==> src/logic/pmrw_pkg.sv <==
// Constants, register map and carrier types for the power mode and ring wake block.
// Assumes a single 50 MHz clock and an indexed 8-bit register scheme on the host bus.
package pmrw_pkg;

    // Clock and timing
    localparam int CLK_HZ = 50_000_000;
    localparam int WAKE_MS = 50;
    localparam int WAKE_CYC = WAKE_MS * (CLK_HZ / 1000);
    localparam int WAKE_W = 22;
    localparam logic [WAKE_W-1:0] WAKE_CYC_DEF = WAKE_CYC[WAKE_W-1:0];
    localparam int IDLE_W = 5;
    localparam logic [IDLE_W-1:0] IDLE_HOLD = 5'h10;

    // Sockets
    localparam int NSOCK = 2;
    localparam logic [7:0] SOCK_STRIDE = 8'h40;

    // Host I/O ports of the index scheme
    localparam int SA_W = 10;
    localparam logic [SA_W-1:0] PORT_INDEX = 10'h03e0;
    localparam logic [SA_W-1:0] PORT_DATA = 10'h03e1;

    // Register indexes
    localparam logic [7:0] IDX_SOCK_STAT = 8'h01;
    localparam logic [7:0] IDX_SOCK_PWR = 8'h02;
    localparam logic [7:0] IDX_CARD_CTRL = 8'h03;
    localparam logic [7:0] IDX_PWR_MODE = 8'h1e;

    // Power mode control fields
    localparam int PM_RING_SEL = 7;
    localparam int PM_SUSPEND = 2;
    localparam int PM_IDLE_EN = 1;
    localparam logic [7:0] PM_RESET = 8'h02;

    // Card interrupt and general control fields
    localparam int CC_RING_EN = 7;
    localparam int CC_IO_CARD = 5;
    localparam int CC_IRQ_LSB = 0;
    localparam logic [3:0] IRQ_SEL_FIFTEEN = 4'hf;
    localparam logic [7:0] CC_RESET = 8'h00;

    // Socket power fields
    localparam int SP_VCC_LSB = 0;
    localparam int SP_VPP_LSB = 2;
    localparam int SP_AUTO = 4;
    localparam logic [1:0] VCC_AUTO_ON = 2'h1;
    localparam logic [7:0] SP_RESET = 8'h00;

    // Power states
    typedef enum logic [1:0] {PS_ACTIVE, PS_GATED, PS_SUSPEND, PS_WAKING} pmrw_pwr_e;

    // Host bus pins, sampled
    typedef struct packed {
        logic ior_n;
        logic iow_n;
        logic memr_n;
        logic memw_n;
        logic aen;
        logic [SA_W-1:0] sa;
        logic [7:0] sd;
    } pmrw_isa_in_s;

    // Six pins per socket: four supply controls, two sense inputs
    typedef struct packed {
        logic card_detect_n;
        logic card_status_ring_input_n;
        logic card_irq_n;
        logic [1:0] volt_sense;
    } pmrw_sock_in_s;

    typedef struct packed {
        logic [1:0] vcc_en;
        logic [1:0] vpp_en;
    } pmrw_sock_out_s;

endpackage

==> src/logic/pmrw_top.sv <==
// Power mode controller and ring wake path of the card socket adapter.
// Assumes host bus pins are asynchronous and sys_rst follows the power good input.
//
// Summary of operation
// - Ring select bit turns pin fifteen into wake
// - Per-socket ring enable forwards card ring input
// - Card ring low drives wake output low
// - Wake stays low until next host cycle
// - Idle gating on after reset, clearing bit one disables
// - Idle gating stops clock, holds card lines
// - Activity wakes gated logic, then gates again
// - Gating invisible to host bus cycles
// - Bit two set enters software suspend
// - Suspend allows only index and mode writes
// - Suspend ignores host accesses to cards
// - Interrupts and ring pass during suspend
// - Clearing bit two resumes after fifty ms
// - Address enable high blocks all bus inputs
// - Six supply and sense pins per socket
`timescale 1ns/1ns
module pmrw_top #(
    parameter logic [pmrw_pkg::WAKE_W-1:0] WAKE_CYCLES = pmrw_pkg::WAKE_CYC_DEF
) (
    // Clock and reset
    input wire logic mclk,
    input wire logic sys_rst,
    // Host bus
    input wire pmrw_pkg::pmrw_isa_in_s isa_in,
    output logic [7:0] sd_out,
    output logic sd_oe_n,
    // Interrupt pin fifteen, also the ring wake output
    output logic interrupt_pin_fifteen_out,
    output logic interrupt_pin_fifteen_oe_n,
    // Sockets
    input wire pmrw_pkg::pmrw_sock_in_s [pmrw_pkg::NSOCK-1:0] sock_in,
    output pmrw_pkg::pmrw_sock_out_s [pmrw_pkg::NSOCK-1:0] sock_out,
    // Card side logic
    input wire logic card_bus_busy,
    output logic core_clk_en,
    output logic card_access_en,
    output logic card_lines_hold
);
    import pmrw_pkg::*;

    localparam int ISA_W = $bits(pmrw_isa_in_s);
    localparam int SOCK_W = $bits(pmrw_sock_in_s);
    localparam int FILT_W = ISA_W + NSOCK * SOCK_W;

    // Index decode: socket n register sits at base plus n strides
    function automatic logic sock_hit(input logic [7:0] idx, input int sk,
                                      input logic [7:0] off);
        logic [7:0] addr;
        addr = off + 8'(sk * SOCK_STRIDE);
        return idx == addr;
    endfunction

    // Filtered pins
    logic [FILT_W-1:0] filt;
    pmrw_isa_in_s isa_f;
    pmrw_sock_in_s [NSOCK-1:0] sock_f;

    pmrw_pin_filter #(
        .W(FILT_W)
    ) u_filter (
        .mclk(mclk),
        .sys_rst(sys_rst),
        .din({isa_in, sock_in}),
        .dout(filt)
    );

    assign isa_f = filt[FILT_W-1:NSOCK*SOCK_W];
    assign sock_f = filt[NSOCK*SOCK_W-1:0];

    // Registers and state
    logic [7:0] index_r;
    logic [7:0] pwr_mode_r;
    logic [7:0] card_ctrl_r [NSOCK];
    logic [7:0] sock_pwr_r [NSOCK];
    logic [3:0] strb_q_r;
    logic [NSOCK-1:0] cd_q_r;
    logic ring_latched_r;
    pmrw_pwr_e state_r;
    pmrw_pwr_e state_nxt;
    logic [WAKE_W-1:0] wake_cnt_r;
    logic [IDLE_W-1:0] idle_cnt_r;

    // Host strobes, blocked while address enable is high
    logic bus_open;
    logic [3:0] strb;
    logic [3:0] strb_start;
    logic host_cycle_start;
    logic hit_idx;
    logic hit_dat;
    logic wr_idx;
    logic wr_dat;
    logic rd_port;
    logic regs_open;

    assign bus_open = !isa_f.aen;
    assign strb = bus_open ? ~{isa_f.ior_n, isa_f.iow_n, isa_f.memr_n, isa_f.memw_n}
                           : 4'h0;
    assign strb_start = strb & ~strb_q_r;
    assign host_cycle_start = |strb_start;
    assign hit_idx = isa_f.sa == PORT_INDEX;
    assign hit_dat = isa_f.sa == PORT_DATA;
    assign wr_idx = strb_start[2] && hit_idx;
    assign wr_dat = strb_start[2] && hit_dat;
    assign rd_port = strb[3] && (hit_idx || hit_dat);
    assign regs_open = (state_r == PS_ACTIVE) || (state_r == PS_GATED);

    always_ff @(posedge mclk)
    begin
        if (sys_rst)
        begin
            strb_q_r <= 4'h0;
        end
        else
        begin
            strb_q_r <= strb;
        end
    end

    // Card presence edges
    logic [NSOCK-1:0] present;
    logic [NSOCK-1:0] inserted;
    logic [NSOCK-1:0] removed;

    always_comb
    begin
        for (int s = 0; s < NSOCK; s++)
        begin
            present[s] = !sock_f[s].card_detect_n;
        end
    end

    assign inserted = present & ~cd_q_r;
    assign removed = ~present & cd_q_r;

    always_ff @(posedge mclk)
    begin
        if (sys_rst)
        begin
            cd_q_r <= '0;
        end
        else
        begin
            cd_q_r <= present;
        end
    end

    // Index register, open in every power state
    always_ff @(posedge mclk)
    begin
        if (sys_rst)
        begin
            index_r <= 8'h00;
        end
        else if (wr_idx)
        begin
            index_r <= isa_f.sd;
        end
    end

    // Power mode control, writable in every power state
    always_ff @(posedge mclk)
    begin
        if (sys_rst)
        begin
            pwr_mode_r <= PM_RESET;
        end
        else if (wr_dat && index_r == IDX_PWR_MODE)
        begin
            pwr_mode_r <= isa_f.sd;
        end
    end

    // Card interrupt and general control per socket
    always_ff @(posedge mclk)
    begin
        for (int s = 0; s < NSOCK; s++)
        begin
            if (sys_rst)
            begin
                card_ctrl_r[s] <= CC_RESET;
            end
            else if (wr_dat && regs_open && sock_hit(index_r, s, IDX_CARD_CTRL))
            begin
                card_ctrl_r[s] <= isa_f.sd;
            end
        end
    end

    // Socket supply control: software or automatic on insertion and removal
    always_ff @(posedge mclk)
    begin
        for (int s = 0; s < NSOCK; s++)
        begin
            if (sys_rst)
            begin
                sock_pwr_r[s] <= SP_RESET;
            end
            else if (removed[s])
            begin
                sock_pwr_r[s][SP_VCC_LSB +: 2] <= 2'h0;
                sock_pwr_r[s][SP_VPP_LSB +: 2] <= 2'h0;
            end
            else if (inserted[s] && sock_pwr_r[s][SP_AUTO])
            begin
                sock_pwr_r[s][SP_VCC_LSB +: 2] <= VCC_AUTO_ON;
            end
            else if (wr_dat && regs_open && sock_hit(index_r, s, IDX_SOCK_PWR))
            begin
                sock_pwr_r[s] <= isa_f.sd;
            end
        end
    end

    always_ff @(posedge mclk)
    begin
        for (int s = 0; s < NSOCK; s++)
        begin
            if (sys_rst)
            begin
                sock_out[s] <= '0;
            end
            else
            begin
                sock_out[s].vcc_en <= sock_pwr_r[s][SP_VCC_LSB +: 2];
                sock_out[s].vpp_en <= sock_pwr_r[s][SP_VPP_LSB +: 2];
            end
        end
    end

    // Ring request and card interrupt routed to pin fifteen
    logic ring_req;
    logic interrupt_pin_fifteen_req;

    always_comb
    begin
        ring_req = 1'b0;
        interrupt_pin_fifteen_req = 1'b0;
        for (int s = 0; s < NSOCK; s++)
        begin
            if (card_ctrl_r[s][CC_RING_EN] && card_ctrl_r[s][CC_IO_CARD] && present[s]
                && !sock_f[s].card_status_ring_input_n)
            begin
                ring_req = 1'b1;
            end
            if (card_ctrl_r[s][CC_IRQ_LSB +: 4] == IRQ_SEL_FIFTEEN && present[s]
                && !sock_f[s].card_irq_n)
            begin
                interrupt_pin_fifteen_req = 1'b1;
            end
        end
        ring_req = ring_req && pwr_mode_r[PM_RING_SEL];
    end

    // Wake latch: a new ring wins over a clearing host cycle
    always_ff @(posedge mclk)
    begin
        if (sys_rst)
        begin
            ring_latched_r <= 1'b0;
        end
        else if (ring_req)
        begin
            ring_latched_r <= 1'b1;
        end
        else if (host_cycle_start || !pwr_mode_r[PM_RING_SEL])
        begin
            ring_latched_r <= 1'b0;
        end
    end

    always_ff @(posedge mclk)
    begin
        if (sys_rst)
        begin
            interrupt_pin_fifteen_out <= 1'b0;
            interrupt_pin_fifteen_oe_n <= 1'b1;
        end
        else if (pwr_mode_r[PM_RING_SEL])
        begin
            interrupt_pin_fifteen_out <= !ring_latched_r;
            interrupt_pin_fifteen_oe_n <= 1'b0;
        end
        else
        begin
            interrupt_pin_fifteen_out <= interrupt_pin_fifteen_req;
            interrupt_pin_fifteen_oe_n <= 1'b0;
        end
    end

    // Idle hold count
    logic activity;

    assign activity = card_bus_busy || (|strb) || (|inserted) || (|removed);

    always_ff @(posedge mclk)
    begin
        if (sys_rst)
        begin
            idle_cnt_r <= IDLE_HOLD;
        end
        else if (activity || state_r != PS_ACTIVE)
        begin
            idle_cnt_r <= IDLE_HOLD;
        end
        else if (idle_cnt_r != '0)
        begin
            idle_cnt_r <= idle_cnt_r - 1'b1;
        end
    end

    // Power state machine
    always_comb
    begin
        state_nxt = state_r;
        unique case (state_r)
            PS_ACTIVE:
            begin
                if (pwr_mode_r[PM_SUSPEND])
                begin
                    state_nxt = PS_SUSPEND;
                end
                else if (pwr_mode_r[PM_IDLE_EN] && idle_cnt_r == '0 && !activity)
                begin
                    state_nxt = PS_GATED;
                end
            end
            PS_GATED:
            begin
                if (pwr_mode_r[PM_SUSPEND])
                begin
                    state_nxt = PS_SUSPEND;
                end
                else if (activity || !pwr_mode_r[PM_IDLE_EN])
                begin
                    state_nxt = PS_ACTIVE;
                end
            end
            PS_SUSPEND:
            begin
                if (!pwr_mode_r[PM_SUSPEND])
                begin
                    state_nxt = PS_WAKING;
                end
            end
            PS_WAKING:
            begin
                if (pwr_mode_r[PM_SUSPEND])
                begin
                    state_nxt = PS_SUSPEND;
                end
                else if (wake_cnt_r == '0)
                begin
                    state_nxt = PS_ACTIVE;
                end
            end
        endcase
    end

    always_ff @(posedge mclk)
    begin
        if (sys_rst)
        begin
            state_r <= PS_ACTIVE;
        end
        else
        begin
            state_r <= state_nxt;
        end
    end

    // Synthesizer restart delay after suspend
    always_ff @(posedge mclk)
    begin
        if (sys_rst)
        begin
            wake_cnt_r <= '0;
        end
        else if (state_r == PS_SUSPEND)
        begin
            wake_cnt_r <= WAKE_CYCLES - 1'b1;
        end
        else if (state_r == PS_WAKING && wake_cnt_r != '0)
        begin
            wake_cnt_r <= wake_cnt_r - 1'b1;
        end
    end

    // Clock gate and card side controls
    always_ff @(posedge mclk)
    begin
        if (sys_rst)
        begin
            core_clk_en <= 1'b1;
            card_access_en <= 1'b1;
            card_lines_hold <= 1'b0;
        end
        else
        begin
            core_clk_en <= state_nxt == PS_ACTIVE;
            card_access_en <= (state_nxt == PS_ACTIVE || state_nxt == PS_GATED)
                              && bus_open;
            card_lines_hold <= state_nxt != PS_ACTIVE;
        end
    end

    // Register read mux
    function automatic logic [7:0] reg_read(input logic [7:0] idx);
        logic [7:0] d;
        d = 8'h00;
        if (idx == IDX_PWR_MODE)
        begin
            d = pwr_mode_r;
        end
        for (int s = 0; s < NSOCK; s++)
        begin
            if (sock_hit(idx, s, IDX_CARD_CTRL))
            begin
                d = card_ctrl_r[s];
            end
            if (sock_hit(idx, s, IDX_SOCK_PWR))
            begin
                d = sock_pwr_r[s];
            end
            if (sock_hit(idx, s, IDX_SOCK_STAT))
            begin
                d = {3'h0, ring_latched_r, sock_f[s].volt_sense,
                     !sock_f[s].card_status_ring_input_n, present[s]};
            end
        end
        return d;
    endfunction

    // Host read data: index always, data port only while registers are open
    always_ff @(posedge mclk)
    begin
        if (sys_rst)
        begin
            sd_out <= 8'h00;
            sd_oe_n <= 1'b1;
        end
        else if (rd_port && hit_idx)
        begin
            sd_out <= index_r;
            sd_oe_n <= 1'b0;
        end
        else if (rd_port && regs_open)
        begin
            sd_out <= reg_read(index_r);
            sd_oe_n <= 1'b0;
        end
        else
        begin
            sd_out <= 8'h00;
            sd_oe_n <= 1'b1;
        end
    end

endmodule

==> src/logic/pmrw_pin_filter.sv <==
// Three-stage input filter for pins from outside the clock domain.
// Assumes idle pin level is high; output follows once stages two and three agree.
`timescale 1ns/1ns
module pmrw_pin_filter #(
    parameter int W = 8
) (
    // Clock and reset
    input wire logic mclk,
    input wire logic sys_rst,
    // Pins and filtered levels
    input wire logic [W-1:0] din,
    output logic [W-1:0] dout
);

    logic [W-1:0] s1_r;
    logic [W-1:0] s2_r;
    logic [W-1:0] s3_r;

    // Synchroniser chain
    always_ff @(posedge mclk)
    begin
        if (sys_rst)
        begin
            s1_r <= '1;
            s2_r <= '1;
            s3_r <= '1;
        end
        else
        begin
            s1_r <= din;
            s2_r <= s1_r;
            s3_r <= s2_r;
        end
    end

    // Take a bit only where the last two stages agree
    always_ff @(posedge mclk)
    begin
        if (sys_rst)
        begin
            dout <= '1;
        end
        else
        begin
            dout <= (s2_r & s3_r) | (dout & (s2_r | s3_r));
        end
    end

endmodule

==> config.mk <==
export PLATFORM = sky130hd
export DESIGN_NAME = pmrw_top
export DESIGN_NICKNAME = d
export VERILOG_FILES = /design/src/logic/pmrw_pkg.sv /design/src/logic/pmrw_top.sv /design/src/logic/pmrw_pin_filter.sv
export SDC_FILE = /design/constraint.sdc
export NUM_CORES = 1
export LEC_CHECK = 0
export BUFFER_PORTS_ARGS = -buffer_cell sky130_fd_sc_hd__buf_2
export CAP_MARGIN = 20
export CORE_MARGIN = 10
export CORE_UTILIZATION = 40
export CTS_BUF_LIST = sky130_fd_sc_hd__clkbuf_4
export CTS_CLUSTER_SIZE = 10
export DETAILED_ROUTE_END_ITERATION = 8
export RECOVER_POWER = 25
export SYNTH_ARGS = -nofsm -noshare
export SYNTH_HDL_FRONTEND = slang
export SYNTH_SLANG_ARGS = --single-unit
==> constraint.sdc <==
create_clock -name mclk -period 3.5 [get_ports mclk]
set_clock_uncertainty 0.05 [all_clocks]
set_input_delay 0.35 -clock mclk [delete_from_list [all_inputs] [get_ports mclk]]
set_output_delay 0.35 -clock mclk [all_outputs]
set_load 0.02 [all_outputs]
---- Yosys cells after proc, flatten, opt, wreduce, memory -nomap -nowiden ----
Memory sizes are Yosys's and may differ from the RTL's.
Index checks and enable logic that the tools add are counted.
storage, ports and cells
  register bits ........................... 206
  bits in writable memories ............... 32
  bits of input ports ..................... 36
  output and inout port bits .............. 22
  memories ................................ 2
memories
  name         depth  bits a word  read ports  clocked after Yosys merged registers in  write ports  line            RTL
  card_ctrl_r  2      8            2           0                                        2            pmrw_top.sv:77  logic [7:0] card_ctrl_r [NSOCK];
  sock_pwr_r   2      8            2           0                                        2            pmrw_top.sv:78  logic [7:0] sock_pwr_r [NSOCK];
cells by class
  $add $sub $neg .......................... 2
  equal/unequal tests ..................... 15
  multiplexer cells ....................... 75
  bitwise operators ....................... 25
  reduce and logical (&&, ||, !) cells .... 64
operators by type and width
  operator                 count
  $mux W8                  11
  $and A33 B33 Y33         2
  $or A33 B33 Y33          2
  $mux W22                 2
  $mux W1                  41
  $mux W2                  17
  $logic_and A1 B1 Y1      28
  $eq A8 B7 Y1 const B     3
  $logic_not A22 Y1        1
  $reduce_bool A22 Y1      1
  $sub A22 B1 Y22 const B  1
  $eq A10 B10 Y1 const B   2
  $eq A8 B2 Y1 const B     2
  $or A1 B1 Y1             14
  $mux W4                  3
  $logic_not A1 Y1         11
  $logic_or A1 B1 Y1       9
  $eq A4 B4 Y1 const B     2
  $eq A8 B1 Y1 const B     1
  $eq A8 B5 Y1 const B     1
  $not A4 Y4               2
  $pmux W2 S4              1
  $reduce_bool A2 Y1       4
  $reduce_or A2 Y1         4
  other kinds (10)         16

---- Longest topological paths before layout ----
  depth after elaboration ................. 14
  mapped depth ............................ 8
  gate-level depth less buffers ........... 7

---- Modules after synthesis ----
Synthesis repeated with hierarchy kept, for this count alone.
unflattened totals
  cell total of the unflattened synthesis .. 860
  area total of the unflattened synthesis .. 8,821.0 sq um
by module, submodules not included
  module           times used  cells each  area an instance (sq um)  sequential area each (sq um)
  pmrw_top         1           516         4,913.5                   2,442.3
  pmrw_pin_filter  1           344         3,907.5                   2,642.5

---- Least setup slack after synthesis ----
No wires, ideal clock.
  kind .................................... reg2reg
  start ................................... register index_r[2]
  end ..................................... memory card_ctrl_r[1][0] (enable)
  setup time .............................. 0.387 ns
  arrival time ............................ 1.951 ns
  data required time ...................... 3.063 ns
  slack ................................... 1.112 ns
  stages on the path, launching flop included .. 5
  path through ............................ dfxtp_1 or4_4 nor2_8 nand2_2 o31ai_1
RTL lines
  what                      line             RTL
  start: declaration        pmrw_top.sv:75   logic [7:0] index_r;
  start signal: assignment  pmrw_top.sv:160  index_r <= isa_f.sd;
  end: declaration          pmrw_top.sv:77

==> results.ini <==
[status]
status = complete, no violations

[cells_and_area]
syn2layout_area_growth_pct = 19.6
instances_no_fill = 1326
area.sequential_mm2 = 0.00508
fin_area_mm2 = 0.0106
n_fill_cell = 2081
drive_above_1_share = 0.286
num-nets-final = 1038
multiInputGateArea_mm2 = 0.00354

[critical_path]
critPathTopFamily = buffers and inverters
critical_path_buf_inv_count = 5
path_cells = dlygate4sd3_1 -> clkbuf_1 -> inv_1 -> buf_4 -> o31ai_1 -> buf_4
cp.arrival_ps = 3060
cpMostUsedCell = buf_4
cp-start-kind = input port
reg2reg_slack_ps = 940
crit_slowest_cell = clkbuf_1
slowest_delay_ps = 980
crit_type = in2reg
crit_required_ps = 3810
end_kind = flop
crit_fanout = 31

[sta]
grt_setup_unrepaired = no
final.setup.worst_slack_ps = 749
max_slew_margin = 0.102
fin_crit_sh = 0.786
fmax_ghz = 0.364
setup_viol = 0
hold_viol_final = 0
fin_tns_setup_ps = 0
period_minus_slack_ps = 2750
drv_slew = 0
worst_pin_slew_ps = 1350

[yosys]
async_flop_share = 0
synth_top_cell_by_area = dfxtp_1
syn_nets = 913
synthCells = 874
synth_commonest_cells = 206 x dfxtp_1, 104 x or2_2, 81 x nor2_1
ys_ff_latch = 238
synth_top_area_share = 0.465
ys_top_cells_by_area = dfxtp_1 46%, edfxtp_1 11%, or2_2 7.3%, a21oi_1 3.9%, o21ai_0 3.7%
synth.avg_cell_area_um2 = 10.2
netlist_area_mm2 = 0.00887
synth.most_common_cell = dfxtp_1
ys_seq_area_frac = 0.573
ys_types = 65
synth_ff_type = dfxtp_1
ys_warn_count = 0
synth-edff-count = 32

[clocking]
clk_pin_slew_ps = 60
root_buffer = clkbuf_4
cts_buffers = 66
tritoncts = built
htreeDepth = 3
cts_setup_buffers = 0
cts.path.max_buffers = 3
clock_latency_ps = 650
cts_sinks = 238

[power_and_ir_drop]
peakVddDrop_mv = 0.284
power_frac_comb = 0.034
leakagePower_nw = 4.12
p_per_area_mw_per_mm2 = 527
switchingPower_mw = 1.22
p_int_mw = 4.36
clkPwrFrac = 0.453
seq_power_share = 0.514
p_sw_frac = 0.219

[routing]
drt_iter0_markers = 431
ant_nets = 0
route.detailed.drc = 0
drt_wl_total_um = 20100
vias = 6526
drt-vias-per-instance = 4.92
wire_per_inst_um = 15.1
drtPass1Iterations = 7

[placed_design]
dpl_cell_area_mm2 = 0.00941
dp_cells = 1177
gp_congestion = 0.923
dp_slack_ps = 1030
portBuffers = 57
hpwlAfterDp_um = 13100

[global_routing]
grt_pass1_wl_um = 33000
grt_start_max_net_pins = 124
grt_util_met2 = 0.207
gr-usage-met1 = 0.187
grt_overflow = 0
antenna_found_initial = 1
grt.met3_usage = 0.0415
grt_util_all_layers = 0.142
busiest_layer = met2
grt_pass1_vias = 6485

[floorplan]
pin_count = 58
die_height_um = 169
num_rows = 54
die_w_um = 169
core-area_mm2 = 0.0218
start_util = 0.407
die_area_mm2 = 0.0285

[flow_run]
drv_cap = 0

[worst_hold_path]
timing.hold.worst.class = in2reg

[registers in the layout, indices dropped and copies added (netlist names), 4 cells and up]
register / cells
card_ctrl_r: 16
idle_cnt_r: 5
index_r: 8
pwr_mode_r: 8
sd_out: 8
sock_out: 8
sock_pwr_r: 16
strb_q_r: 4
u_filter.dout: 33
u_filter.s1_r: 33
u_filter.s2_r: 33
u_filter.s3_r: 33
wake_cnt_r: 22
[path summary, 6_finish.rpt]
check | end | cells after the start | from
hold reg to reg | u_filter.s2_r[23] | 1 | u_filter.s1_r[23]
setup reg to reg | card_lines_hold | 7 | wake_cnt_r[0]
setup / recovery | card_ctrl_r[1][1] | 6 | sys_rst
hold / removal | idle_cnt_r[0] | 5 | card_bus_busy
[layer usage]
| layer | wire length, µm | share of wire |
|---|---|---|
| met2 | 8880 | 0.44 |
| met4 | 494 | 0.025 |
| met3 | 1130 | 0.057 |
| met1 | 9550 | 0.48 |
| met5 | 0 | 0 |
[placed cells by master (no fill, tap or decap), types with 4 or more instances in the layout]
cell type | netlist | layout
xor2_1 | 8 | 8
nand2_1 | 39 | 39
a32oi_1 | 4 | 4
clkinv_1 | 0 | 11
nor2b_1 | 10 | 10
dlygate4sd3_1 | 0 | 34
edfxtp_1 | 32 | 32
nand3_1 | 10 | 10
o31ai_1 | 5 | 5
dfxtp_1 | 206 | 206
nor4_1 | 6 | 6
inv_1 | 18 | 18
o211ai_1 | 4 | 4
nand4_1 | 8 | 8
a32o_1 | 4 | 4
or2_2 | 104 | 104
and3_1 | 8 | 8
buf_4 | 2 | 8
xnor2_1 | 12 | 12
o2bb2ai_1 | 4 | 4
and2_1 | 31 | 31
nor3_1 | 18 | 18
mux2i_1 | 12 | 12
o21ai_0 | 65 | 65
nor2_1 | 81 | 81
buf_2 | 9 | 56
a21o_1 | 5 | 5
clkbuf_4 | 0 | 98
a21oi_1 | 69 | 69
[power groups by stage]
stage	Combinational [mW]	Sequential, mW	Clock (mW)
floorplan	0.107	2.93	0
global placement	0.160	2.93	0
detailed placement	0.163	2.93	0
CTS	0.192	2.87	2.63
global route	0.211	2.88	2.78
finish	0.187	2.87	2.53
[per-stage QoR]
step	util	hold WS, ps	power (mW)
floorplan	-	328	3.03
global placement	0.431	341	3.09
detailed placement	0.431	343	3.09
CTS	0.486	134	5.69
global route	0.486	166	5.87
finish	0.486	163	5.59
[layout make-up]
| cell class | count | share of cell area |
|---|---|---|
| diodes | 1 | 0.000236 |
| clock buffers | 98 | 0.0693 |
| clock inverters | 16 | 0.0119 |
| inverters | 18 | 0.00637 |
| multi-input cells | 574 | 0.333 |
| flip-flops and latches | 238 | 0.479 |
| well taps | 280 | 0.0330 |
| repair buffers | 101 | 0.0667 |
[worst reg2reg max path: cells and delay by family (launching register included)]
family,cells,cell delay [ps]
AO/OA/AOI/OAI,2,610
flip-flops,1,340
AND/OR/NAND/NOR,3,1180
adder cells (fa/ha/maj),1,180
buffers and inverters,1,100
[kinds of logic after synthesis]
family / after synthesis / share of synthesized area
DFF: 238 / 0.573
AOI/OAI and AO/OA: 188 / 0.128
xor gates and xnor gates: 20 / 0.0197
muxes: 13 / 0.0148
buffers and inverters: 62 / 0.0283
adders and majority gates: 3 / 0.00423
and+or+nand+nor: 350 / 0.232
[timing repair]
item | CTS | global route
resized for setup | 0 | 0
setup endpoints to repair | 0 | 0
hold buffers | 34 | 0
endpoints found under the hold margin | 35 | 0
Power figures use the tool's default switching activity.
